## src/logic/ssd_pkg.sv

```systemverilog
// Package for the store-mode sequence host controller.
// Assumes one 250 MHz system clock and an asynchronous SRAM on the far side.
package ssd_pkg;
    // ************************************************************
    // Sequence addresses and timing
    // ************************************************************
    localparam int unsigned ADDR_WIDTH = 19;
    localparam int unsigned DATA_WIDTH = 16;
    localparam logic [15:0] SEQ_ADDR_0 = 16'h4E38;
    localparam logic [15:0] SEQ_ADDR_1 = 16'hB1C7;
    localparam logic [15:0] SEQ_ADDR_2 = 16'h83E0;
    localparam logic [15:0] SEQ_ADDR_3 = 16'h7C1F;
    localparam logic [15:0] SEQ_ADDR_4 = 16'h703F;
    localparam logic [15:0] SEQ_ADDR_DIS = 16'h8B45;
    localparam logic [15:0] SEQ_ADDR_EN = 16'h4B46;
    localparam logic [15:0] SEQ_ADDR_STORE = 16'h8FC0;
    localparam int unsigned CLK_PERIOD_PS = 4000;
    localparam int unsigned READ_CYCLE_NS = 45;
    localparam logic [3:0] READ_CYCLES = 4'((READ_CYCLE_NS * 1000 + CLK_PERIOD_PS - 1) / CLK_PERIOD_PS);
    localparam logic [2:0] LAST_STEP = 3'h5;

    typedef enum logic [2:0] {
        ST_IDLE  = 3'b000,
        ST_WAIT  = 3'b001,
        ST_PULSE = 3'b010,
        ST_GAP   = 3'b011,
        ST_DONE  = 3'b100
    } ssd_state_type;

    typedef struct packed {
        logic                    ce_n;
        logic                    oe_n;
        logic                    we_n;
        logic [ADDR_WIDTH-1:0]   addr;
    } ssd_pins_type;
endpackage : ssd_pkg

```

## src/logic/ssd_host.sv

```systemverilog
// Host that issues six-read mode sequences and a closing store to an SRAM.
// Assumes the pin inputs are synchronous to clk_sys and that the SRAM is idle otherwise.
module ssd_host (
    input  wire logic                           clk_sys,
    input  wire logic                           resetn,
    input  wire logic                           clk_en,
    input  wire logic                           cmd_valid,
    input  wire logic                           cmd_enable,
    output logic                                cmd_ready,
    output logic                                cmd_done,
    input  wire logic                           hardware_store_busy_n,
    output ssd_pkg::ssd_pins_type               sram_pins,
    input  wire logic [ssd_pkg::DATA_WIDTH-1:0] sram_dq_in
);
    // ************************************************************
    // Sequencer state
    // ************************************************************
    ssd_pkg::ssd_state_type state_reg, state_next;
    logic [2:0] step_reg, step_next;
    logic [3:0] cnt_reg, cnt_next;
    logic       enable_reg, enable_next;
    logic       store_reg, store_next;
    logic       done_reg, done_next;
    ssd_pkg::ssd_pins_type pins_reg, pins_next;

    wire        cnt_zero = (cnt_reg == 4'h0);
    wire        last_step = (step_reg == ssd_pkg::LAST_STEP);
    wire [15:0] final_addr = store_reg ? ssd_pkg::SEQ_ADDR_STORE :
                             (enable_reg ? ssd_pkg::SEQ_ADDR_EN : ssd_pkg::SEQ_ADDR_DIS);
    wire [15:0] step_addr = (step_reg == 3'h0) ? ssd_pkg::SEQ_ADDR_0 :
                            (step_reg == 3'h1) ? ssd_pkg::SEQ_ADDR_1 :
                            (step_reg == 3'h2) ? ssd_pkg::SEQ_ADDR_2 :
                            (step_reg == 3'h3) ? ssd_pkg::SEQ_ADDR_3 :
                            (step_reg == 3'h4) ? ssd_pkg::SEQ_ADDR_4 : final_addr;

    assign cmd_ready = (state_reg == ssd_pkg::ST_IDLE);
    assign cmd_done = done_reg;
    assign sram_pins = pins_reg;
    // Read data is not used: the sequence reads only have to take place, their data is dummy.

    // ************************************************************
    // Next-state logic
    // ************************************************************
    // The device is idle only while its busy line is high, so each read waits for it;
    // no other access is let in between steps so the sequence is never aborted.
    always_comb begin
        state_next = state_reg;
        step_next = step_reg;
        cnt_next = cnt_reg;
        enable_next = enable_reg;
        store_next = store_reg;
        done_next = 1'b0;
        pins_next = pins_reg;
        pins_next.we_n = 1'b1;
        case (state_reg)
            ssd_pkg::ST_IDLE: begin
                pins_next.ce_n = 1'b1;
                pins_next.oe_n = 1'b1;
                if (cmd_valid) begin
                    enable_next = cmd_enable;
                    store_next = 1'b0;
                    step_next = 3'h0;
                    state_next = ssd_pkg::ST_WAIT;
                end
            end
            ssd_pkg::ST_WAIT: begin
                if (hardware_store_busy_n) begin
                    pins_next.addr = {3'h0, step_addr};
                    pins_next.ce_n = 1'b0;
                    pins_next.oe_n = 1'b0;
                    cnt_next = ssd_pkg::READ_CYCLES;
                    state_next = ssd_pkg::ST_PULSE;
                end
            end
            ssd_pkg::ST_PULSE: begin
                if (cnt_zero) begin
                    pins_next.ce_n = 1'b1;
                    pins_next.oe_n = 1'b1;
                    cnt_next = ssd_pkg::READ_CYCLES;
                    state_next = ssd_pkg::ST_GAP;
                end else begin
                    cnt_next = cnt_reg - 4'h1;
                end
            end
            ssd_pkg::ST_GAP: begin
                if (!cnt_zero) begin
                    cnt_next = cnt_reg - 4'h1;
                end else if (!last_step) begin
                    step_next = step_reg + 3'h1;
                    state_next = ssd_pkg::ST_WAIT;
                end else if (!store_reg) begin
                    store_next = 1'b1;
                    step_next = 3'h0;
                    state_next = ssd_pkg::ST_WAIT;
                end else begin
                    state_next = ssd_pkg::ST_DONE;
                end
            end
            ssd_pkg::ST_DONE: begin
                if (hardware_store_busy_n) begin
                    done_next = 1'b1;
                    state_next = ssd_pkg::ST_IDLE;
                end
            end
            default: begin
                state_next = ssd_pkg::ST_IDLE;
            end
        endcase
    end

    // ************************************************************
    // Registers
    // ************************************************************
    always_ff @(posedge clk_sys or negedge resetn) begin
        if (!resetn) begin
            state_reg <= ssd_pkg::ST_IDLE;
            step_reg <= 3'h0;
            cnt_reg <= 4'h0;
            enable_reg <= 1'b1;
            store_reg <= 1'b0;
            done_reg <= 1'b0;
            pins_reg <= '{ce_n: 1'b1, oe_n: 1'b1, we_n: 1'b1, addr: '0};
        end else if (clk_en) begin
            state_reg <= state_next;
            step_reg <= step_next;
            cnt_reg <= cnt_next;
            enable_reg <= enable_next;
            store_reg <= store_next;
            done_reg <= done_next;
            pins_reg <= pins_next;
        end
    end

    // ************************************************************
    // Check helpers
    // ************************************************************
    // Enabled cycles with the chip selected and deselected; counting them here keeps the
    // length checks free of long repetitions.
    logic [4:0] low_len_reg;
    logic [4:0] high_len_reg;
    wire        high_len_full = (high_len_reg == 5'h1F);

    always_ff @(posedge clk_sys or negedge resetn) begin
        if (!resetn) begin
            low_len_reg <= 5'h00;
            high_len_reg <= 5'h00;
        end else if (clk_en) begin
            low_len_reg <= pins_reg.ce_n ? 5'h00 : low_len_reg + 5'h01;
            high_len_reg <= !pins_reg.ce_n ? 5'h00 : (high_len_full ? high_len_reg : high_len_reg + 5'h01);
        end
    end

    // ************************************************************
    // Checks
    // ************************************************************
    chk_we_stays_high: assert property (@(posedge clk_sys) disable iff (!resetn)
        sram_pins.we_n) else $error("write enable dropped during sequence");
    chk_read_has_oe: assert property (@(posedge clk_sys) disable iff (!resetn)
        !sram_pins.ce_n |-> !sram_pins.oe_n) else $error("chip enable without output enable");
    chk_first_addr: assert property (@(posedge clk_sys) disable iff (!resetn)
        ($fell(sram_pins.ce_n) && step_reg == 3'h0) |-> sram_pins.addr[15:0] == 16'h4E38)
        else $error("first step address wrong");
    chk_final_mode: assert property (@(posedge clk_sys) disable iff (!resetn)
        ($fell(sram_pins.ce_n) && step_reg == 3'h5 && !store_reg && !enable_reg)
        |-> sram_pins.addr[15:0] == 16'h8B45) else $error("disable address wrong");
    chk_enable_mode: assert property (@(posedge clk_sys) disable iff (!resetn)
        ($fell(sram_pins.ce_n) && step_reg == 3'h5 && !store_reg && enable_reg)
        |-> sram_pins.addr[15:0] == 16'h4B46) else $error("enable address wrong");
    chk_store_follows: assert property (@(posedge clk_sys) disable iff (!resetn)
        (clk_en && state_reg == ssd_pkg::ST_GAP && cnt_zero && last_step && !store_reg)
        |=> store_reg && step_reg == 3'h0) else $error("store not started after mode change");
    chk_addr_stable: assert property (@(posedge clk_sys) disable iff (!resetn)
        (!sram_pins.ce_n && !$past(sram_pins.ce_n)) |-> $stable(sram_pins.addr))
        else $error("address moved during read");
    chk_pulse_width: assert property (@(posedge clk_sys) disable iff (!resetn)
        (clk_en && $fell(sram_pins.ce_n)) |-> cnt_reg == ssd_pkg::READ_CYCLES)
        else $error("read pulse length wrong");
    chk_prefix_order: assert property (@(posedge clk_sys) disable iff (!resetn)
        $fell(sram_pins.ce_n) |-> (step_reg != 3'h1 || sram_pins.addr[15:0] == 16'hB1C7)
            && (step_reg != 3'h2 || sram_pins.addr[15:0] == 16'h83E0)
            && (step_reg != 3'h3 || sram_pins.addr[15:0] == 16'h7C1F)
            && (step_reg != 3'h4 || sram_pins.addr[15:0] == 16'h703F))
        else $error("prefix address out of order");
    chk_store_addr: assert property (@(posedge clk_sys) disable iff (!resetn)
        ($fell(sram_pins.ce_n) && step_reg == 3'h5 && store_reg)
        |-> sram_pins.addr[15:0] == 16'h8FC0) else $error("store address wrong");
    chk_read_length: assert property (@(posedge clk_sys) disable iff (!resetn)
        $rose(sram_pins.ce_n) |-> low_len_reg == 5'(ssd_pkg::READ_CYCLES) + 5'h01)
        else $error("chip select held for wrong length");
    chk_gap_length: assert property (@(posedge clk_sys) disable iff (!resetn)
        ($fell(sram_pins.ce_n) && step_reg != 3'h0) |-> high_len_reg >= 5'(ssd_pkg::READ_CYCLES) + 5'h02)
        else $error("deselect gap too short");
    chk_waits_busy: assert property (@(posedge clk_sys) disable iff (!resetn)
        $fell(sram_pins.ce_n) |-> $past(hardware_store_busy_n))
        else $error("read started while device busy");
    chk_select_in_pulse: assert property (@(posedge clk_sys) disable iff (!resetn)
        (state_reg == ssd_pkg::ST_PULSE) == !sram_pins.ce_n)
        else $error("chip selected outside a read");
    chk_idle_deselected: assert property (@(posedge clk_sys) disable iff (!resetn)
        cmd_ready |-> (sram_pins.ce_n && sram_pins.oe_n && sram_pins.we_n))
        else $error("bus not released while idle");
    chk_mode_held: assert property (@(posedge clk_sys) disable iff (!resetn)
        (state_reg != ssd_pkg::ST_IDLE && $past(state_reg) != ssd_pkg::ST_IDLE)
        |-> $stable(enable_reg)) else $error("requested mode changed during job");
    chk_done_after_store: assert property (@(posedge clk_sys) disable iff (!resetn)
        $rose(cmd_done) |-> (store_reg && last_step))
        else $error("job ended without store sequence");
endmodule // ssd_host

```

## config.mk

```make
export PLATFORM = sky130hd
export DESIGN_NAME = ssd_host
export DESIGN_NICKNAME = d
export VERILOG_FILES = /design/src/logic/ssd_pkg.sv /design/src/logic/ssd_host.sv
export SDC_FILE = /design/constraint.sdc
export NUM_CORES = 1
export LEC_CHECK = 0
export BUFFER_PORTS_ARGS = -buffer_cell sky130_fd_sc_hd__buf_2
export CAP_MARGIN = 30
export CORE_MARGIN = 2
export CORE_UTILIZATION = 50
export CTS_BUF_LIST = sky130_fd_sc_hd__clkbuf_8
export DETAILED_ROUTE_END_ITERATION = 8
export PLACE_DENSITY = 0.77
export SETUP_SLACK_MARGIN = 0.02
export SYNTH_ARGS = -nofsm -noshare
export SYNTH_HDL_FRONTEND = slang
export SYNTH_SLANG_ARGS = --single-unit
```

## constraint.sdc

```tcl
create_clock -name clk_sys -period 2.02 [get_ports clk_sys]
set_clock_uncertainty 0.1 [all_clocks]
set_input_delay 0.404 -clock clk_sys [delete_from_list [all_inputs] [get_ports clk_sys]]
set_output_delay 0.404 -clock clk_sys [all_outputs]
set_load 0.05 [all_outputs]
```

=== Yosys cells after proc, flatten, opt, wreduce, memory -nomap -nowiden ===
Cells that the tools add are included.

* Register bits: 31
* Bits in latches: 0
* Bits in writable memories: 0
* ROM bits: 0
* Input bits: 22
* Output and inout bits: 24
* Word-level logic and storage cells: 74
* Memories: 0

* Add/sub/neg operators: 2
* Multiply operators: 0
* Divide/modulo/power cells: 0
* $lt $le $gt $ge: 0
* Equal/unequal tests: 17
* Shifts and indexed selects: 0
* Muxes and demuxes: 33
* Bitwise operators: 0
* Reduce and logical (&&, ||, !) cells: 13

{| class="wikitable"
|+ Operator list
! kind !! count
|-
| 16-bit 2-to-1 mux || 7
|-
| 3-bit 2-to-1 mux || 11
|-
| 3-bit one-hot mux with 5 select lines || 1
|-
| 2-bit != test, second input constant || 7
|-
| 3-bit by 2-bit == test with 1-bit output, second input constant || 4
|-
| 4-bit 2-to-1 mux || 3
|-
| 4-bit one-hot mux with 3 select lines || 1
|-
| 5-bit AND reduction || 2
|-
| 3-bit == test, second input constant || 3
|-
| 4-bit AND reduction || 2
|-
| 3-bit by 1-bit == test with 1-bit output, second input constant || 2
|-
| 3-bit zero test || 2
|-
| 2-bit one-hot mux with 3 select lines || 1
|-
| 3-bit one-hot mux with 2 select lines || 1
|-
| 3-bit AND reduction || 2
|-
| 6-bit AND reduction || 1
|-
| 3-bit nonzero test || 2
|-
| 1-bit 2-to-1 mux || 5
|-
| 4-bit zero test || 1
|-
| 2-bit 2-to-1 mux || 2
|-
| 4-bit by 1-bit subtractor with 4-bit output, second input constant || 1
|-
| 3-bit by 1-bit adder with 3-bit output, second input constant || 1
|-
| 3-bit != test, second input constant || 1
|-
| 1-bit one-hot mux with 2 select lines || 1
|-
| 2-bit nonzero test || 1
|}

=== Longest topological paths before layout ===
Gate-level depths: netlist (run 1).

* Depth after elaboration: 7
* Depth in mapped cells: 8
* Mapped depth without buffers: 6

=== Worst setup path after synthesis (run 1) ===
Ideal clock, no wire load.

* Path kind: flip-flop to flip-flop
* Start point: reg state_reg[2]
* End point: reg enable_reg
* Arrival: 1.782 ns
* Data required time: 1.835 ns
* Path slack: 0.053 ns
* Cell stages (with the launch flop): 5
* Period minus slack after synthesis: 1.967 ns
* Cell sequence: dfrtp_1 > buf_2 > nor3_2 > nand3_1 > mux2_1

* Cells in the longest elaborated chain, start to end: 2

{| class="wikitable"
|+ RTL lines
! item !! line !! RTL
|-
| start: declaration || ssd_host.sv:18 || <nowiki>ssd_pkg::ssd_state_type state_reg, state_next;</nowiki>
|-
| start signal: assignment || ssd_host.sv:116 || <nowiki>state_reg <= ssd_pkg::ST_IDLE;</nowiki>
|-
| start signal: assignment || ssd_host.sv:124 || <nowiki>state_reg <= state_next;</nowiki>
|-
| 3-bit zero test || - ||
|-
| via cmd_ready || ssd_host.sv:9 || <nowiki>output logic cmd_ready,</nowiki>
|-
| 3-bit AND reduction (no line) || - ||
|-
| end signal: assignment || ssd_host.sv:127 || <nowiki>enable_reg <= enable_next;</nowiki>
|-
| end: declaration || ssd_host.sv:21 || <nowiki>logic enable_reg, enable_next;</nowiki>
|}

The timed path passes the listed nets, and every way through them passes these cells.
A chain may end at the register's enable or synchronous reset.

=== Worst setup path after layout (run 1) ===
* Start point: reg state_reg[0]
* End point: out cmd_ready

* Cells in the longest elaborated chain, start to end: 1

{| class="wikitable"
|+ RTL lines
! item !! line !! RTL
|-
| 3-bit zero test || ssd_host.sv:36 || <nowiki>assign cmd_ready = (state_reg == ssd_pkg::ST_IDLE);</nowiki>
|-
| end: declaration || ssd_host.sv:9 ||
|}

No other way between the ends.

==> results of run 1 <==
[metal layers]
metal / wire length (um) / up-vias / track usage
met5: 0 / - / 0
met4: 39 / 0 / 0.07453
met3: 146 / 5 / 0.03625
met2: 1351 / 40 / 0.3134
met1: 1429 / 588 / 0.2262
li1: - / 653 / -
[placed cells by master (no fill, tap or decap), types with 6 or more instances in the layout]
master	netlist	final
o21ai_0	7	7
dfrtp_1	25	25
nor2_1	16	16
buf_2	3	25
inv_1	6	7
a21oi_1	13	13
o31ai_1	6	6
nand2_1	20	20
o21ai_1	10	10
[report_power, final]
part           total (W)  switching (W)  internal [W]  leakage [nW]
combinational    0.00159        0.00111      0.000478         0.456
clock           0.000297       0.000161      0.000136        0.0269
sequential      0.000947       0.000189      0.000758         0.337
total            0.00284        0.00146       0.00137         0.820
[path summary, 6_finish.rpt]
check                           endpoint  slack (ps)  depth (start not counted)
hold / removal              sram_pins[2]          30                          1
min in group clk_sys          enable_reg         250                          2
setup reg to reg              cnt_reg[2]         230                          6
max in group asynchronous   sram_pins[4]        1410                          1
setup / recovery               cmd_ready         130                          2
hold reg to reg            sram_pins[11]         380                          2
[layout make-up]
type	instances	area share
inverter	6	0.01284
timing repair buffer	30	0.09272
multi-input combinational	129	0.4508
clock inverter	1	0.002140
clock buffer	3	0.02354
sequential	27	0.3866
tap	44	0.03138
[cells by family (layout without fill, tap and decap cells)]
logic type / after synthesis / count (layout) / share of synthesized area
adder cells (fa/ha/maj): 3 / 3 / 0.02324
buffers and inverters: 25 / 40 / 0.09527
AO/OA/AOI/OAI: 53 / 53 / 0.2177
other: 2 / 4 / 0.004649
AND/OR/NAND/NOR: 66 / 66 / 0.2192
multiplexers: 3 / 3 / 0.02014
flip-flops: 27 / 27 / 0.4198
[worst register-to-register path, cell delays in order (launching register included)]
cell and delay (ps):
dfrtp_1 440, inv_1 110, ha_1 170, nor3b_4 310, a21boi_1 190, o21ai_1 140
o2bb2a_1 220
[metrics by stage]
| stage | hold slack, ps | instances |
|---|---|---|
| finish | 25.42 | 240 |
| global route | 73.17 | 240 |
| CTS | 45.13 | 240 |
| detailed placement | 348.3 | 236 |
| global placement | 334.6 | 236 |
| floorplan | 8.409 | 181 |
==> key figures, run 1 <==
Floorplanning
  – # rows: 20
  – I/O pins: 46
  – Die span in y: 60.84 um
  – Initial Util: 0.5291
  – Core area: 3053 um^2
  – Die Width: 60.84 um
  – Die area: 3702 um^2

STA
  – Final hold viol count: 0
  – Fin crit share: 0.9345
  – Setup TNS: 0 ps
  – Fmax: 0.5297 GHz
  – Fin worst setup slack: 132.2 ps
  – Max_slew headroom: 0.6071
  – Max Slew Vio Count: 0
  – RSZ-0062 raised after global routing: false
  – Post-layout min period: 1888 ps
  – Setup violators final: 0
  – Slew @ Worst Pin: 589.3 ps

Route
  – First drt pass iteration count: 4
  – Total detailed-routing wirelength: 2966 um
  – Drt wl/cell: 12.36 um
  – Antenna viol nets, final: 0
  – Via Count: 1286
  – 1st-iter DRT viols: 48
  – DRC violation count after routing: 0
  – Vias/cell: 5.358

Layout
  – Largest register FFs: 14
  – Layout cells sized above 1: 0.2245
  – Ant. Diodes: 0
  – Area Growth Syn to Fin: 8.598%
  – Fill count: 305
  – Area of the multi-input gates: 790.8 um^2
  – Seq. cell area: 678.2 um^2
  – Final Util: 0.5746
  – Final Instance Area: 1754 um^2
  – NumNets Final: 222

Logic synthesis
  – Cell count after synthesis: 179
  – Register area share after synthesis: 0.4198
  – Synth warn: 0
  – Yosys cell types: 47
  – Post-synthesis register bit count: 27
  – Synth top cells by count: 25 x dfrtp_1, 20 x nand2_1, 16 x nor2_1
  – Syn Area/Cell: 9.024 um^2
  – Post-synth EDFFs: 0
  – Cell taking the most area after synthesis: dfrtp_1
  – Post-synth top flop: dfrtp_1
  – Area contributors post-synth: dfrtp_1 39%, buf_4 6.0%, nand2_1 4.6%
  – Synth top area share: 0.3873
  – Synthesized cell area: 1615 um^2
  – Asr flop ratio synth: 1.000
  – Top-count cell post-synth: dfrtp_1

Clock network
  – Clk_lat worst skew: 270 ps
  – Post-cts repair resize count: 0
  – CTS Sinks: 27
  – H-Tree Depth: 1
  – Hold buffers post-CTS: 0
  – CTS root buffer: clkbuf_8
  – TritonCTS clock tree: yes
  – Post-CTS Setup Inserts: 0
  – Cts bufs inserted: 3
  – Clock Path Buffers: 2
  – Reg clk slew, reported paths: 90 ps

Global route
  – GRT overflow: 0
  – Largest net degree at the start of global routing: 28
  – Initial antenna violation count: 0
  – First-pass GRT wire length: 5188 um
  – Vias in the first global route: 1226
  – GRT Total Usage: 0.1833

Setup path
  – CP max stage delay: 500 ps
  – Bufs and invs on worst path: 1
  – R2r startpoint: cnt_reg[0]
  – Critical path launch point: state_reg[0]
  – Top delay family on crit path: flip-flops
  – Worst EP arrival: 1380 ps
  – Critical Path, Cell by Cell: nor3_2 > buf_2
  – Setup crit start kind: flop
  – CP Capture Type: primary output
  – Maximum fanout along the worst path: 11
  – Crit-path slowest cell: dfrtp_1
  – Req. time, crit path: 1520 ps
  – Worst setup path category: flop to primary output

Run status
  – Status: finished, final reports clean

Job
  – Max-Cap Viols: 0

Power
  – Worst IR drop on VDD: 0.5506 mV
  – Power Dens Cells: 1617 nW/um^2
  – Leakage power: 0.8200 nW
  – Overall power: 0.002836 W

Placement
  – Placer Congestion: 0.7663
  – Number of buffers added on ports: 25
  – Placed instance area: 1709 um^2
  – DP Worst Slack: 259.1 ps
  – DPL Wire Length: 2165 um

Worst hold path
  – Min-Delay Path Class: input pin to async pin
(Power assumes the default switching activity.)
==> inputs of run 2 (changes only) <==
Settings changed: CORE_UTILIZATION 50 to 48, PLACE_DENSITY 0.77 to 0.78, TNS_END_PERCENT set to 1.
Clock period 2.02 ns to 1.6 ns, I/O delays scaled along.
==> run 2 against run 1 <==
The run now ends with negative setup slack left. Critical path depth rose by 1. Die area rose by 3.9%. Largest power group unchanged. Largest cell class unchanged. Non-clock buffer count rose by 22. Highest routed layer unchanged.
==> key figures, run 2 (same netlist as run 1, synthesis figures left out) <==
Placement
  – Number of buffers added on ports: 25 (unchanged)
  – Placer Congestion: 0.8433 (+10%)
  – DPL Wire Length: 2295 um (+6.0%)
  – Placed insts: 251 (+6.4%)
  – Placed instance area: 1837 um^2 (+7.5%)

Floorplanning
  – Die span in y: 62.01 um (+1.9%)
  – I/O pins: 46 (unchanged)
  – # rows: 21 (+5.0%)
  – Initial Util: 0.4918 (-0.03729)
  – Die area: 3845 um^2 (+3.9%)
  – Die Width: 62.01 um (+1.9%)
  – Core area: 3284 um^2 (+7.6%)

Setup path
  – Req. time, crit path: 1180 ps (-340 ps)
  – Critical Path, Cell by Cell: buf_6 > nor3_4 > buf_6
  – Crit-path slowest cell: dfrtp_1
  – CP Capture Type: primary output
  – CP dominant cell by count: buf_6
  – Worst EP arrival: 1190 ps (-190 ps)
  – Worst setup path category: flop to primary output
  – Top delay family on crit path: flip-flops
  – Setup crit start kind: flop
  – Bufs and invs on worst path: 2 (+1)
  – CP max stage delay: 410 ps (-90 ps)
  – Maximum fanout along the worst path: 4 (-7)

Power
  – Int Power: 0.001998 W (+46%)
  – Comb pwr share: 0.614 (+0.053)
  – Power Dens Cells: 1943 nW/um^2 (+20%)
  – Leakage power: 0.9515 nW (+16%)
  – Clock power share: 0.100 (-0.005)
  – Psw: 0.001989 W (+36%)
  – Switching fraction of total power: 0.4988 (-0.01727)
  – Worst IR drop on VDD: 1.138 mV (+110%)
  – Flop pwr share: 0.286 (-0.048)

Route
  – Antenna viol nets, final: 0 (unchanged)
  – DRC violation count after routing: 0 (unchanged)
  – Drt wl/cell: 12.49 um (+1.1%)
  – 1st-iter DRT viols: 53 (+10%)
  – Via Count: 1376 (+7.0%)
  – Vias/cell: 5.212 (-2.7%)
  – First drt pass iteration count: 4 (unchanged)
  – Total detailed-routing wirelength: 3297 um (+11%)

Global route
  – Initial antenna violation count: 0 (unchanged)
  – GRT Total Usage: 0.1887 (+0.005445)
  – Largest net degree at the start of global routing: 28 (unchanged)
  – GRT overflow: 0 (unchanged)
  – Vias in the first global route: 1250 (+2.0%)
  – Most used routing layer: met2
  – First-pass GRT wire length: 5416 um (+4.4%)
  – Met3 Usage GRT: 0.03934 (+0.003090)
  – M2 GR Usage: 0.3185 (+0.005088)
  – Met1 Track Usage GR: 0.2464 (+0.02018)

STA
  – Slew @ Worst Pin: 601.2 ps (+11.82 ps)
  – Max Slew Vio Count: 0 (unchanged)
  – Final hold viol count: 0 (unchanged)
  – Max_slew headroom: 0.5992 (-0.007877)
  – RSZ-0062 raised after global routing: true
  – Post-layout min period: 1614 ps
  – Setup violators final: 1 (+1)
  – Fin crit share: 1.009
  – Fmax: 0.6195 GHz
  – Setup TNS: -14.25 ps (-14.25 ps)
  – Fin worst setup slack: -14.25 ps (-146.5 ps)

Layout
  – Most frequent cells in the layout: 25 x dfrtp_1, 24 x buf_2, 22 x buf_4, 19 x nand2_1, 16 x nor2_1
  – NumNets Final: 244 (+9.9%)
  – Area Growth Syn to Fin: 27.03%
  – Fill count: 272 (-11%)
  – Ant. Diodes: 0 (unchanged)
  – Final Util: 0.6248 (+0.05017)
  – Fin cells: 264 (+10%)
  – Seq. cell area: 678.2 um^2 (unchanged)
  – Largest register FFs: 14 (unchanged)
  – Final Instance Area: 2052 um^2 (+17%)
  – Most common cell after layout, fill and taps aside: dfrtp_1
  – Layout cells sized above 1: 0.3807 (+0.1562)
  – Area of the multi-input gates: 884.6 um^2 (+12%)

Worst hold path
  – Min-Delay Path Class: input pin to flop

Clock network
  – TritonCTS clock tree: yes
  – CTS Sinks: 27 (unchanged)
  – CTS root buffer: clkbuf_8
  – Reg clk slew, reported paths: 100 ps (about the same)
  – H-Tree Depth: 1 (unchanged)
  – Clock Path Buffers: 2 (unchanged)
  – Clk_lat worst skew: 270 ps (about the same)
  – Cts bufs inserted: 3 (unchanged)

Run status
  – Status: complete, but fails checks
  – Failing checks: negative setup slack

Job
  – Max-Cap Viols: 0 (unchanged)
run 2: worst register-to-register path, delay by kind of cell, from the launching register on:
kind / cells / cell delay, ps
AND/OR/NAND/NOR: 2 / 340
adder cells (fa/ha/maj): 1 / 120
flip-flops: 1 / 410
buffers and inverters: 2 / 240
AO/OA/AOI/OAI: 2 / 320
run 2: what timing repair did:
item | CTS | global route
hold buffers | 1 | 0
setup endpoints to repair | 11 | 17
setup buffers | 8 | 0
pin swaps | 5 | 3
gates cloned | 0 | 0
gates resized for setup | 14 | 11
hold endpoints to repair | 25 | 0
run 2: area by class of cell:
cell class | count | share of cell area
clock buffer | 3 | 0.02012
clock inverter | 1 | 0.003659
inverter | 6 | 0.01098
multi-input combinational | 129 | 0.4311
sequential | 27 | 0.3305
tap | 46 | 0.02805
timing repair buffer | 52 | 0.1756
run 2: worst paths after layout:
path | slack [ps] | from | to | cells after the start
setup reg to reg | 10 | cnt_reg[0] | cnt_reg[3] | 7
min in group asynchronous | 500 | resetn | sram_pins[5] | 2
hold reg to reg | 380 | sram_pins[1] | sram_pins[1] | 2
hold / removal | 170 | cmd_enable | enable_reg | 2
setup / recovery | -10 | state_reg[2] | cmd_ready | 3
max in group asynchronous | 510 | resetn | state_reg[1] | 2
run 2: power by group through the flow:
| stage | Combinational (W) | Sequential (W) | Clock [W] |
|---|---|---|---|
| 2_1_floorplan | 0.00118 | 0.00171 | 0 |
| 3_3_place_gp | 0.00219 | 0.00115 | 0 |
| 3_5_place_dp | 0.00222 | 0.00117 | 0 |
| 4_1_cts | 0.00239 | 0.00114 | 0.000416 |
| 5_1_grt | 0.00267 | 0.00118 | 0.000437 |
| 6_report | 0.00245 | 0.00114 | 0.000400 |
run 2: layer usage:
metal  vias to the layer above  wire (um)  share of wire
met5                         -          0              0
met4                         0         15         0.0045
met3                         2        151          0.046
met2                        43       1652           0.50
met1                       634       1477           0.45
li1                        697          -              -
run 2: metrics by stage:
step	setup WS [ps]	total power [W]	hold slack (ps)
detailed placement	-53.34	0.003385	262.0
CTS	-7.397	0.003942	160.1
finish	-14.25	0.003987	166.4
global route	-87.50	0.004289	164.6
floorplan	-66.35	0.002885	-75.59
global placement	-39.78	0.003339	251.7
